<file path="src/core/sfr_core_defines.svh">
/*
  Offsets, reset values, field positions and sizes for the core special
  registers. Assumes inclusion by bare name from the core design files.
*/
`ifndef SFR_CORE_DEFINES_SVH
`define SFR_CORE_DEFINES_SVH

`define SFR_ADDR_STACK 8'h81
`define SFR_ADDR_DATA_POINTER_LO 8'h82
`define SFR_ADDR_DATA_POINTER_HI 8'h83
`define SFR_ADDR_PORT_ONE 8'h90
`define SFR_ADDR_STATUS 8'hD0
`define SFR_ADDR_ACC 8'hE0
`define SFR_ADDR_SECOND 8'hF0
`define SFR_ADDR_PORT_ZERO 8'h80

`define RST_STACK 8'h07
`define RST_DATA_POINTER_BYTE 8'h00
`define RST_PORT 8'hFF
`define RST_STATUS 8'h00
`define RST_ACC 8'h00
`define RST_SECOND 8'h00

`define PSW_CARRY_BIT 7
`define PSW_HALF_BIT 6
`define PSW_UF0_BIT 5
`define PSW_BANK_HI 4
`define PSW_BANK_LO 3
`define PSW_OV_BIT 2
`define PSW_UF1_BIT 1
`define PSW_PARITY_BIT 0

`define BANK_SIZE_LOG2 3

`endif

</file>
<file path="src/core/sfr_core_pkg.sv">
/*
  Types shared by the core special register file.
  Assumes a single clock domain and the execution unit as sole client.
*/
package sfr_core_pkg;

  // Arithmetic unit flag update request
  typedef struct packed {
    logic carry_we;
    logic carry;
    logic half_we;
    logic half;
    logic ov_we;
    logic ov;
  } flag_upd_t;

  // Special-function bus request from the execution unit
  typedef struct packed {
    logic wr;
    logic rd;
    logic [7:0] addr;
    logic [7:0] wdata;
    logic bit_wr;
    logic [2:0] bit_sel;
    logic bit_val;
  } sfr_req_t;

endpackage

</file>
<file path="src/core/cpu_core_special_registers.sv">
/*
  Core special registers: accumulator, second arithmetic register, status
  word, stack pointer, data pointer and the port zero/one output latches.
  Assumes the execution unit drives one request per cycle on sys_clk and
  sequences pushes, calls and arithmetic itself; pads are external.
  Port zero needs external pull-ups; port one pads carry their own.
  Port reads return the synchronised pad level, not the latch.
*/
`timescale 1ns/10ps
`include "sfr_core_defines.svh"

// How it works
// - Accumulator at E0h, resets to zero, holds most instruction operands.
// - Second arithmetic register at F0h: multiply, divide, scratch data.
// - Status at D0h: carry, half carry, flag0, bank, overflow, flag1, parity.
// - Bank field selects working registers at 00h, 08h, 10h or 18h.
// - Parity kept even with accumulator by hardware; writes ignored.
// - Stack pointer resets to 07h, pre-increments on push and call.
// - Stack pointer always gives scratchpad address of current stack top.
// - Data pointer low 82h, high 83h, zero reset, word or byte loads.
// - Data pointer supplies address for code reads and external moves.
// - Two user flags store software values with no side effects.
// - Port latches reset to FFh and accept single-bit writes.
// - Port zero only sinks; other ports rely on internal pull-ups.
module cpu_core_special_registers (
  input wire logic sys_clk, // 250 MHz core clock
  input wire logic reset_n, // Asynchronous reset, active low
  input sfr_core_pkg::sfr_req_t req, // Special-function bus request
  output logic [7:0] rdata_q, // Read data, one cycle after rd
  output logic rvalid_q, // Read data valid pulse
  input wire logic acc_we, // Execution unit accumulator load
  input wire logic [7:0] acc_wdata, // Accumulator load value
  input wire logic second_we, // Execution unit second register load
  input wire logic [7:0] second_wdata, // Second register load value
  input sfr_core_pkg::flag_upd_t flag_upd, // Arithmetic flag updates
  input wire logic stack_push, // Push or call: pre-increment
  input wire logic stack_pop, // Pop or return: post-decrement
  input wire logic data_pointer_we, // Sixteen-bit data pointer load
  input wire logic [15:0] data_pointer_wdata, // Data pointer load value
  input wire logic data_pointer_inc, // Data pointer increment
  input wire logic [7:0] port_zero_pin_i, // Port zero pad level
  input wire logic [7:0] port_one_pin_i, // Port one pad level
  output logic [7:0] accumulator_q, // Accumulator contents
  output logic [7:0] second_q, // Second arithmetic register
  output logic [7:0] status_q, // Status word incl. live parity
  output logic [7:0] stack_top_q, // Stack top scratchpad address
  output logic [15:0] data_pointer_q, // Data pointer for indexed access
  output logic [7:0] bank_base_q, // Working register bank base
  output logic [7:0] port_zero_o, // Port zero output level (always 0)
  output logic [7:0] port_zero_oe, // Port zero drive enable (sink)
  output logic [7:0] port_one_q // Port one latch to pull-up pads
);

  logic [7:0] acc_q;
  logic [7:0] b_q;
  logic carry_q, half_q, uf0_q, ov_q, uf1_q;
  logic [1:0] bank_q;
  logic [7:0] sp_q;
  logic [7:0] dpl_q, dph_q;
  logic [7:0] p0_q, p1_q;
  logic [7:0] p0_s1_q, p0_s2_q, p1_s1_q, p1_s2_q;
  logic [7:0] psw_view;
  logic [7:0] psw_merged;
  logic parity_now;
  logic sw_wr;

  // Byte or single-bit write merge for bit-addressable registers
  function automatic logic [7:0] merge(input logic [7:0] old,
                                       input sfr_core_pkg::sfr_req_t r);
    logic [7:0] v;
    v = old;
    if (r.bit_wr) begin
      v[r.bit_sel] = r.bit_val;
    end else begin
      v = r.wdata;
    end
    return v;
  endfunction

  // True when software writes the given address this cycle
  function automatic logic hit(input sfr_core_pkg::sfr_req_t r,
                               input logic [7:0] a);
    return (r.wr | r.bit_wr) && (r.addr == a);
  endfunction

  assign sw_wr = req.wr | req.bit_wr;
  assign parity_now = ^acc_q;

  // Status value a software store would leave; parity is dropped later
  assign psw_merged = merge(psw_view, req);

  // Status word view; parity is never a stored software value
  always_comb begin
    psw_view = 8'h00;
    psw_view[`PSW_CARRY_BIT] = carry_q;
    psw_view[`PSW_HALF_BIT] = half_q;
    psw_view[`PSW_UF0_BIT] = uf0_q;
    psw_view[`PSW_BANK_HI:`PSW_BANK_LO] = bank_q;
    psw_view[`PSW_OV_BIT] = ov_q;
    psw_view[`PSW_UF1_BIT] = uf1_q;
    psw_view[`PSW_PARITY_BIT] = parity_now;
  end

  // Accumulator; software write wins over execution unit load in one cycle
  always_ff @(posedge sys_clk or negedge reset_n) begin
    if (!reset_n) begin
      acc_q <= `RST_ACC;
    end else if (hit(req, `SFR_ADDR_ACC)) begin
      acc_q <= merge(acc_q, req);
    end else if (acc_we) begin
      acc_q <= acc_wdata;
    end
  end

  // Second arithmetic register for multiply and divide results
  always_ff @(posedge sys_clk or negedge reset_n) begin
    if (!reset_n) begin
      b_q <= `RST_SECOND;
    end else if (hit(req, `SFR_ADDR_SECOND)) begin
      b_q <= merge(b_q, req);
    end else if (second_we) begin
      b_q <= second_wdata;
    end
  end

  // Status flags; arithmetic updates land after a software write so an
  // instruction result is never lost to a same-cycle store
  always_ff @(posedge sys_clk or negedge reset_n) begin
    if (!reset_n) begin
      {carry_q, half_q, uf0_q, ov_q, uf1_q} <= 5'h00;
      bank_q <= 2'h0;
    end else begin
      if (hit(req, `SFR_ADDR_STATUS)) begin
        uf0_q <= psw_merged[`PSW_UF0_BIT];
        uf1_q <= psw_merged[`PSW_UF1_BIT];
        bank_q <= psw_merged[`PSW_BANK_HI:`PSW_BANK_LO];
        carry_q <= flag_upd.carry_we ? flag_upd.carry
                                     : psw_merged[`PSW_CARRY_BIT];
        half_q <= flag_upd.half_we ? flag_upd.half
                                   : psw_merged[`PSW_HALF_BIT];
        ov_q <= flag_upd.ov_we ? flag_upd.ov
                               : psw_merged[`PSW_OV_BIT];
      end else begin
        if (flag_upd.carry_we) begin
          carry_q <= flag_upd.carry;
        end
        if (flag_upd.half_we) begin
          half_q <= flag_upd.half;
        end
        if (flag_upd.ov_we) begin
          ov_q <= flag_upd.ov;
        end
      end
    end
  end

  // Stack pointer; pre-increment on push so the first byte lands at 08h
  always_ff @(posedge sys_clk or negedge reset_n) begin
    if (!reset_n) begin
      sp_q <= `RST_STACK;
    end else if (hit(req, `SFR_ADDR_STACK)) begin
      sp_q <= merge(sp_q, req);
    end else if (stack_push && !stack_pop) begin
      sp_q <= sp_q + 8'h01;
    end else if (stack_pop && !stack_push) begin
      sp_q <= sp_q - 8'h01;
    end
  end

  // Data pointer: byte stores via the bus, word load or increment directly
  always_ff @(posedge sys_clk or negedge reset_n) begin
    if (!reset_n) begin
      dpl_q <= `RST_DATA_POINTER_BYTE;
      dph_q <= `RST_DATA_POINTER_BYTE;
    end else if (data_pointer_we) begin
      {dph_q, dpl_q} <= data_pointer_wdata;
    end else if (hit(req, `SFR_ADDR_DATA_POINTER_LO) ||
                 hit(req, `SFR_ADDR_DATA_POINTER_HI)) begin
      if (hit(req, `SFR_ADDR_DATA_POINTER_LO)) begin
        dpl_q <= merge(dpl_q, req);
      end else begin
        dph_q <= merge(dph_q, req);
      end
    end else if (data_pointer_inc) begin
      {dph_q, dpl_q} <= {dph_q, dpl_q} + 16'h0001;
    end
  end

  // Port zero latch, bit addressable; a one releases the pin
  always_ff @(posedge sys_clk or negedge reset_n) begin
    if (!reset_n) begin
      p0_q <= `RST_PORT;
    end else if (hit(req, `SFR_ADDR_PORT_ZERO)) begin
      p0_q <= merge(p0_q, req);
    end
  end

  // Port one latch, bit addressable; a single-bit store leaves the rest
  always_ff @(posedge sys_clk or negedge reset_n) begin
    if (!reset_n) begin
      p1_q <= `RST_PORT;
    end else if (hit(req, `SFR_ADDR_PORT_ONE)) begin
      p1_q <= merge(p1_q, req);
    end
  end

  // Port zero pad level is asynchronous; two flops before any read
  always_ff @(posedge sys_clk or negedge reset_n) begin
    if (!reset_n) begin
      p0_s1_q <= 8'hFF;
      p0_s2_q <= 8'hFF;
    end else begin
      p0_s1_q <= port_zero_pin_i;
      p0_s2_q <= p0_s1_q;
    end
  end

  // Port one pad level, same two-flop guard; reads lag the pin by two
  always_ff @(posedge sys_clk or negedge reset_n) begin
    if (!reset_n) begin
      p1_s1_q <= 8'hFF;
      p1_s2_q <= 8'hFF;
    end else begin
      p1_s1_q <= port_one_pin_i;
      p1_s2_q <= p1_s1_q;
    end
  end

  // Read valid; a read sharing its cycle with a store is dropped so the
  // caller never sees data whose order against the store is unclear
  always_ff @(posedge sys_clk or negedge reset_n) begin
    if (!reset_n) begin
      rvalid_q <= 1'b0;
    end else begin
      rvalid_q <= req.rd && !sw_wr;
    end
  end

  // Read port; ports read pad level, unmapped addresses read zero
  always_ff @(posedge sys_clk or negedge reset_n) begin
    if (!reset_n) begin
      rdata_q <= 8'h00;
    end else begin
      if (!req.rd) begin
        rdata_q <= 8'h00;
      end else if (req.addr == `SFR_ADDR_ACC) begin
        rdata_q <= acc_q;
      end else if (req.addr == `SFR_ADDR_SECOND) begin
        rdata_q <= b_q;
      end else if (req.addr == `SFR_ADDR_STATUS) begin
        rdata_q <= psw_view;
      end else if (req.addr == `SFR_ADDR_STACK) begin
        rdata_q <= sp_q;
      end else if (req.addr == `SFR_ADDR_DATA_POINTER_LO) begin
        rdata_q <= dpl_q;
      end else if (req.addr == `SFR_ADDR_DATA_POINTER_HI) begin
        rdata_q <= dph_q;
      end else if (req.addr == `SFR_ADDR_PORT_ZERO) begin
        rdata_q <= p0_s2_q;
      end else if (req.addr == `SFR_ADDR_PORT_ONE) begin
        rdata_q <= p1_s2_q;
      end else begin
        rdata_q <= 8'h00;
      end
    end
  end

  // Registered views for the datapath. Outputs trail the storage by one
  // cycle; the execution unit must allow for that.
  always_ff @(posedge sys_clk or negedge reset_n) begin
    if (!reset_n) begin
      accumulator_q <= `RST_ACC;
      second_q <= `RST_SECOND;
      status_q <= `RST_STATUS;
      stack_top_q <= `RST_STACK;
      data_pointer_q <= {`RST_DATA_POINTER_BYTE, `RST_DATA_POINTER_BYTE};
    end else begin
      accumulator_q <= acc_q;
      second_q <= b_q;
      status_q <= psw_view;
      stack_top_q <= sp_q;
      data_pointer_q <= {dph_q, dpl_q};
    end
  end

  // Working register bank base: eight registers to a bank, so the bank
  // number sits three bits up
  always_ff @(posedge sys_clk or negedge reset_n) begin
    if (!reset_n) begin
      bank_base_q <= 8'h00;
    end else begin
      bank_base_q <= {3'h0, bank_q, `BANK_SIZE_LOG2'h0};
    end
  end

  // Pad drives. Port zero never drives high, so its level stays low and
  // only the enable follows the latch; port one relies on pull-ups
  always_ff @(posedge sys_clk or negedge reset_n) begin
    if (!reset_n) begin
      port_zero_o <= 8'h00;
      port_zero_oe <= 8'h00;
      port_one_q <= `RST_PORT;
    end else begin
      port_zero_o <= 8'h00;
      port_zero_oe <= ~p0_q;
      port_one_q <= p1_q;
    end
  end

endmodule // cpu_core_special_registers

</file>
<file path="config.mk">
export PLATFORM = sky130hd
export DESIGN_NAME = cpu_core_special_registers
export DESIGN_NICKNAME = d
export VERILOG_FILES = /design/src/core/sfr_core_pkg.sv /design/src/core/cpu_core_special_registers.sv
export VERILOG_INCLUDE_DIRS = /design/src /design/src/core
export SDC_FILE = /design/constraint.sdc
export NUM_CORES = 1
export LEC_CHECK = 0
export ABC_AREA = 1
export ABC_CLOCK_PERIOD_IN_PS = 2180
export BUFFER_PORTS_ARGS = -buffer_cell sky130_fd_sc_hd__buf_2
export CORE_UTILIZATION = 55
export CTS_CLUSTER_DIAMETER = 200
export DETAILED_ROUTE_END_ITERATION = 7
export GPL_TIMING_DRIVEN = 0
export PLACE_DENSITY = 0.77
export SLEW_MARGIN = 30
export SYNTH_ARGS = -nofsm -noshare
export SYNTH_HDL_FRONTEND = slang
export SYNTH_SLANG_ARGS = --single-unit
</file>
<file path="constraint.sdc">
create_clock -name sys_clk -period 2.18 [get_ports sys_clk]
set_clock_uncertainty 0.1 [all_clocks]
set_input_delay 0.109 -clock sys_clk [delete_from_list [all_inputs] [get_ports sys_clk]]
set_output_delay 0.109 -clock sys_clk [all_outputs]
set_load 0.02 [all_outputs]
</file>
Yosys cells after proc, flatten, opt, wreduce, memory -nomap -nowiden
Cells that the tools add are included.
{ "word_totals": {"out_inout_bits": 89, "latch_bits": 0, "romBits": 0, "memories": 0, "reg_bits": 170, "ram_bits": 0, "inputBits": 85, "wordCells": 121} }
{ "classes": {"bitwise_logic": 2, "order_cmp": 2, "div": 0, "n_eq_ne": 10, "reduce_logical": 26, "n_addsub": 3, "muxes": 51, "shift": 0, "mul": 0} }
{ "ops": {"columns": ["operator", "n"], "rows": [
  ["8-bit two-way mux", 32],
  ["8-bit bitwise mux", 8],
  ["8-bit equality test, second input constant", 8],
  ["16-bit by 1-bit adder with 16-bit output, second input constant", 1],
  ["1-bit logical AND", 12],
  ["1-bit two-way mux", 10],
  ["2-bit nonzero test", 5],
  ["8-bit by 1-bit adder with 8-bit output, second input constant", 1],
  ["8-bit NOT", 1],
  ["8-bit XOR reduction", 1],
  ["8-bit by 1-bit subtractor with 8-bit output, second input constant", 1],
  ["3-bit != test, second input constant", 2],
  ["3-bit nonzero test", 2],
  ["3-bit by 4-bit < comparator with 1-bit output, second input constant", 1],
  ["2-bit AND reduction", 2],
  ["1-bit demux with 3-bit select", 1],
  ["3-bit by 1-bit greater-or-equal comparator with 1-bit output, second input constant", 1],
  ["1-bit logical NOT", 3],
  ["1-bit logical OR", 1],
  ["1-bit bitwise OR", 1]
]} }

Longest topological paths before layout
{ "depth": {"word_depth": 10, "depth_mapped": 15} }

Least setup slack after synthesis
Ideal clock, no wire load.
{ "synth_path": {"path_type": "input to register", "start": "input stack_push", "end": "register sp_q[4]", "required_ns": 1.953, "t_arrival_ns": 1.532, "cell_stages": 8, "slack_ns": 0.421, "path_cell_list": "inv_1 -> or2_2 -> fa_1 -> nand3_1 -> nand3_1 -> or2_2 -> a31oi_1 -> o21ai_1"} }
{ "synth_between": {"elab_chain_len": 3, "word_cells_on_any_way": 6, "cone_classes": "mux (2); reduce/logical (4)"} }
{ "synth_rtl": {"columns": ["item", "line", "text"], "rows": [
  ["start: declaration", "cpu_core_special_registers.sv:36", "input wire logic stack_push,"],
  ["1-bit logical AND or 1-bit logical NOT (tied branches)", "cpu_core_special_registers.sv:163, cpu_core_special_registers.sv:165", null],
  ["8-bit two-way mux or 1-bit logical AND (tied branches)", "cpu_core_special_registers.sv:163, cpu_core_special_registers.sv:165", null],
  ["8-bit two-way mux or 3-bit nonzero test (tied branches)", null, null],
  ["end signal: assignment", "cpu_core_special_registers.sv:160", "sp_q <= `RST_STACK;"],
  ["end signal: assignment", "cpu_core_special_registers.sv:162", "sp_q <= merge(sp_q, req);"],
  ["end signal: assignment", "cpu_core_special_registers.sv:164", "sp_q <= sp_q + 8'h01;"],
  ["end: declaration", "cpu_core_special_registers.sv:58", "logic [7:0] sp_q;"]
]} }
Parallel ways exist; a longest one is shown, timed or not.
A chain may end at the register's enable or synchronous reset.

Worst setup path in the final report
{ "layout_path": {"start": "register dpl_q[0]", "end": "register dph_q[6]"} }
{ "layout_between": {"elab_chain_len": 4} }
{ "layout_rtl": {"columns": ["item", "line", "text"], "rows": [
  ["start: declaration", "cpu_core_special_registers.sv:59", "logic [7:0] dpl_q, dph_q;"],
  ["start signal: assignment", "cpu_core_special_registers.sv:173", "dpl_q <= `RST_DATA_POINTER_BYTE;"],
  ["start signal: assignment", "cpu_core_special_registers.sv:176", "{dph_q, dpl_q} <= data_pointer_wdata;"],
  ["start signal: assignment", "cpu_core_special_registers.sv:180", "dpl_q <= merge(dpl_q, req);"],
  ["16-bit by 1-bit adder with 16-bit output", "cpu_core_special_registers.sv:185", "{dph_q, dpl_q} <= {dph_q, dpl_q} + 16'h0001;"],
  ["8-bit two-way mux", "cpu_core_special_registers.sv:184", "end else if (data_pointer_inc) begin"],
  ["8-bit two-way mux", "cpu_core_special_registers.sv:177", "end else if (hit(req, `SFR_ADDR_DATA_POINTER_LO) ||"],
  ["8-bit two-way mux", "cpu_core_special_registers.sv:175", "end else if (data_pointer_we) begin"],
  ["end signal: assignment", "cpu_core_special_registers.sv:174", "dph_q <= `RST_DATA_POINTER_BYTE;"],
  ["end signal: assignment", "cpu_core_special_registers.sv:176", null],
  ["end signal: assignment", "cpu_core_special_registers.sv:185", null],
  ["end: declaration", "cpu_core_special_registers.sv:59", null]
]} }
No other way between the ends. The select of a mux whose other input is x is not followed.

==> out/results.ini <==
[status]
outcome=completed

[pwr]
p_leak_nw=5.111
powerDensity_nw_per_um2=828.3
ir_drop_uv=542.1

[job]
cap_violations=0

[drt]
avgViaCountPerCell=5.142
wl_per_cell_um=15.73
drt_pre_antenna_iters=7
drc=0
drt-total-wl_mm=21.63
drt_iter0_drc=585
routed-via-count=7070
antenna_left=0

[worst_setup_path]
reg2reg_to=dph_q[6]
r2r_setup_slack_ns=0.17
arrival_ns=2.24
critical_path_class=flop to flop
required_ns=2.41
r2r_cells=10
reg2reg_from=dpl_q[0]
cp_max_fo=5
start_kind=flop
critPathCaptureType=flop

[floorplan]
initial_core_util_pct=56.42
fp.dieH_um=121.6
core_um2=13930
dieArea_um2=14780
pin_count=174
fp-row-count=43
dieWidth_um=121.6

[logic_synthesis]
avgSynthCellArea_um2=8.444
synthArstFlopShare_pct=100.0
synth_top_area_share_pct=33.74
synth_ff_type=dfrtp_1
syn_inst=931
synth_edf_count=0
ys_seq_area_share_pct=54.46
synth.area.top_cells=dfrtp_1, dfstp_2, nand2_1
synth_top_cell_by_area=dfrtp_1
yosys.cell_count.top_type=nand2_1
synth.top_cells.by_count=nand2_1, dfrtp_1, inv_1
synth_cell_types=39
synth_warnings=0
netlist_area_um2=7861
ys_seq_elements=168

[global_route]
first_global_vias=6576
grt_pass1_wl_mm=33.55
grt_max_degree=71
grt_util_all_layers_pct=30.59
grt_overflow=0
antenna_found_initial=0

[timing]
finalCriticalPeriod_ns=2.013
worst_slack_ns=0.1670
final.period_utilization_pct=92.34
fin_tns_setup_ns=0
rsz0062_at_grt=false
relSlewSlack_pct=42.80
slew_violations=0
worst_pin_slew_ns=0.8580
hold_violations=0
fmax_mhz=496.8
finalSetupViolCount=0

[final_layout]
nets=1275
final_layout_size_suffix_gt1_share_pct=26.69
top_register=data_pointer_q
diodes=0
syn2layout_area_growth_pct=28.97
largest_reg_flops=16

[place]
io_buffer_count=158
pre_cts_slack_ns=0.1545
dpl.hpwl_mm=15.63
place.gp.congestion=0.9102

[cts]
cts_buffers=17
clockBufferDepth=2
post_cts.repair.setup_buffers=0
clkTransAtPathRegs_ns=0.07
clock-sinks=168
cts-root-buf=clkbuf_16
cts_tree=done
clock_latency_ns=0.44
cts-htree-levels=4

[worst_hold_path]
hold_path.class=input port to async pin

==> final cells by class <==
cell class	count	area, um^2
plain buffers	27	180.2
clock buffers	20	436.7
clock inverters	12	117.6
fillers	1063	3796
inverters	113	424.2
multi-input cells	636	3027
flip-flops and latches	168	4282
well taps	180	225.2
repair buffers	219	1446
==> cells in the final DEF (no fill, tap or decap), types with 23 or more instances in the layout <==
cell type,n
nor2_1,84
nand3_1,52
dfstp_2,62
o21ai_1,46
nand2_1,261
dfrtp_1,106
buf_2,163
dlygate4sd3_1,59
a21oi_1,23
o21ai_0,65
inv_1,102
==> per-stage QoR <==
stage          hold slack, ns  utilization, %  std cells  area, um^2  power (mW)
4_1_cts               0.04153           72.74       1375       10140       8.389
5_1_grt               0.06220           72.76       1375       10140       8.750
3_5_place_dp          -0.1016           64.52       1284        8991       5.445
3_3_place_gp           0.1139           64.06       1282        8926       5.408
2_1_floorplan         -0.2866               -        944        7910       4.831
6_report              0.03034           72.76       1375       10140       8.397
==> metal layers <==
layer | vias up | share of wire [%] | routed length (um) | track usage, %
met1 | 3242 | 42 | 9166 | 42.97
met2 | 345 | 47 | 10100 | 47.59
li1 | 3453 | - | - | -
met5 | - | 0 | 0 | 0
met3 | 30 | 9.0 | 1949 | 5.243
met4 | 0 | 1.9 | 411 | 11.88
==> where the power goes <==
| group | total [mW] | switching [mW] | internal, mW | leakage, nW |
|---|---|---|---|---|
| Clock | 2.89 | 1.30 | 1.59 | 0.263 |
| Sequential | 3.81 | 0.292 | 3.52 | 1.92 |
| Combinational | 1.70 | 1.03 | 0.662 | 2.93 |
==> worst max-delay path, stage by stage, from the launching register on <==
cell,delay (ns)
dfrtp_1,0.44
ha_1,0.19
nand2_1,0.10
nor2_1,0.20
nand3_1,0.21
nor2_2,0.18
nand2_1,0.11
o21ai_0,0.19
nand2_1,0.08
nand2_1,0.06
nand2_1,0.04
==> repair_timing <==
item	4_1_cts	5_1_grt
hold buffers	59	0
setup endpoints to repair	0	1
endpoints found under the hold margin	175	0
resized for setup	0	1
==> cells by family after synthesis <==
family	after synthesis	synth area share (%)
and+or+nand+nor	451	25.12
DFF	168	54.46
AOI/OAI and AO/OA	156	10.54
buffers and inverters	140	7.687
adders and majority gates	8	1.369
xor gates and xnor gates	7	0.7799
other	1	0.04770
==> worst max path at each step <==
stage	start	end	slack (ns)	depth (start not counted)
after floorplan	stack_push	sp_q[4]	0.42	8
after global placement	reset_n	accumulator_q[2]	-1.49	1
after detailed placement	dpl_q[0]	dph_q[6]	0.15	10
after CTS	dpl_q[0]	dph_q[6]	0.14	10
after global routing	dpl_q[0]	dph_q[6]	0.04	11
final	dpl_q[0]	dph_q[6]	0.17	10
(Power assumes the default switching activity.)
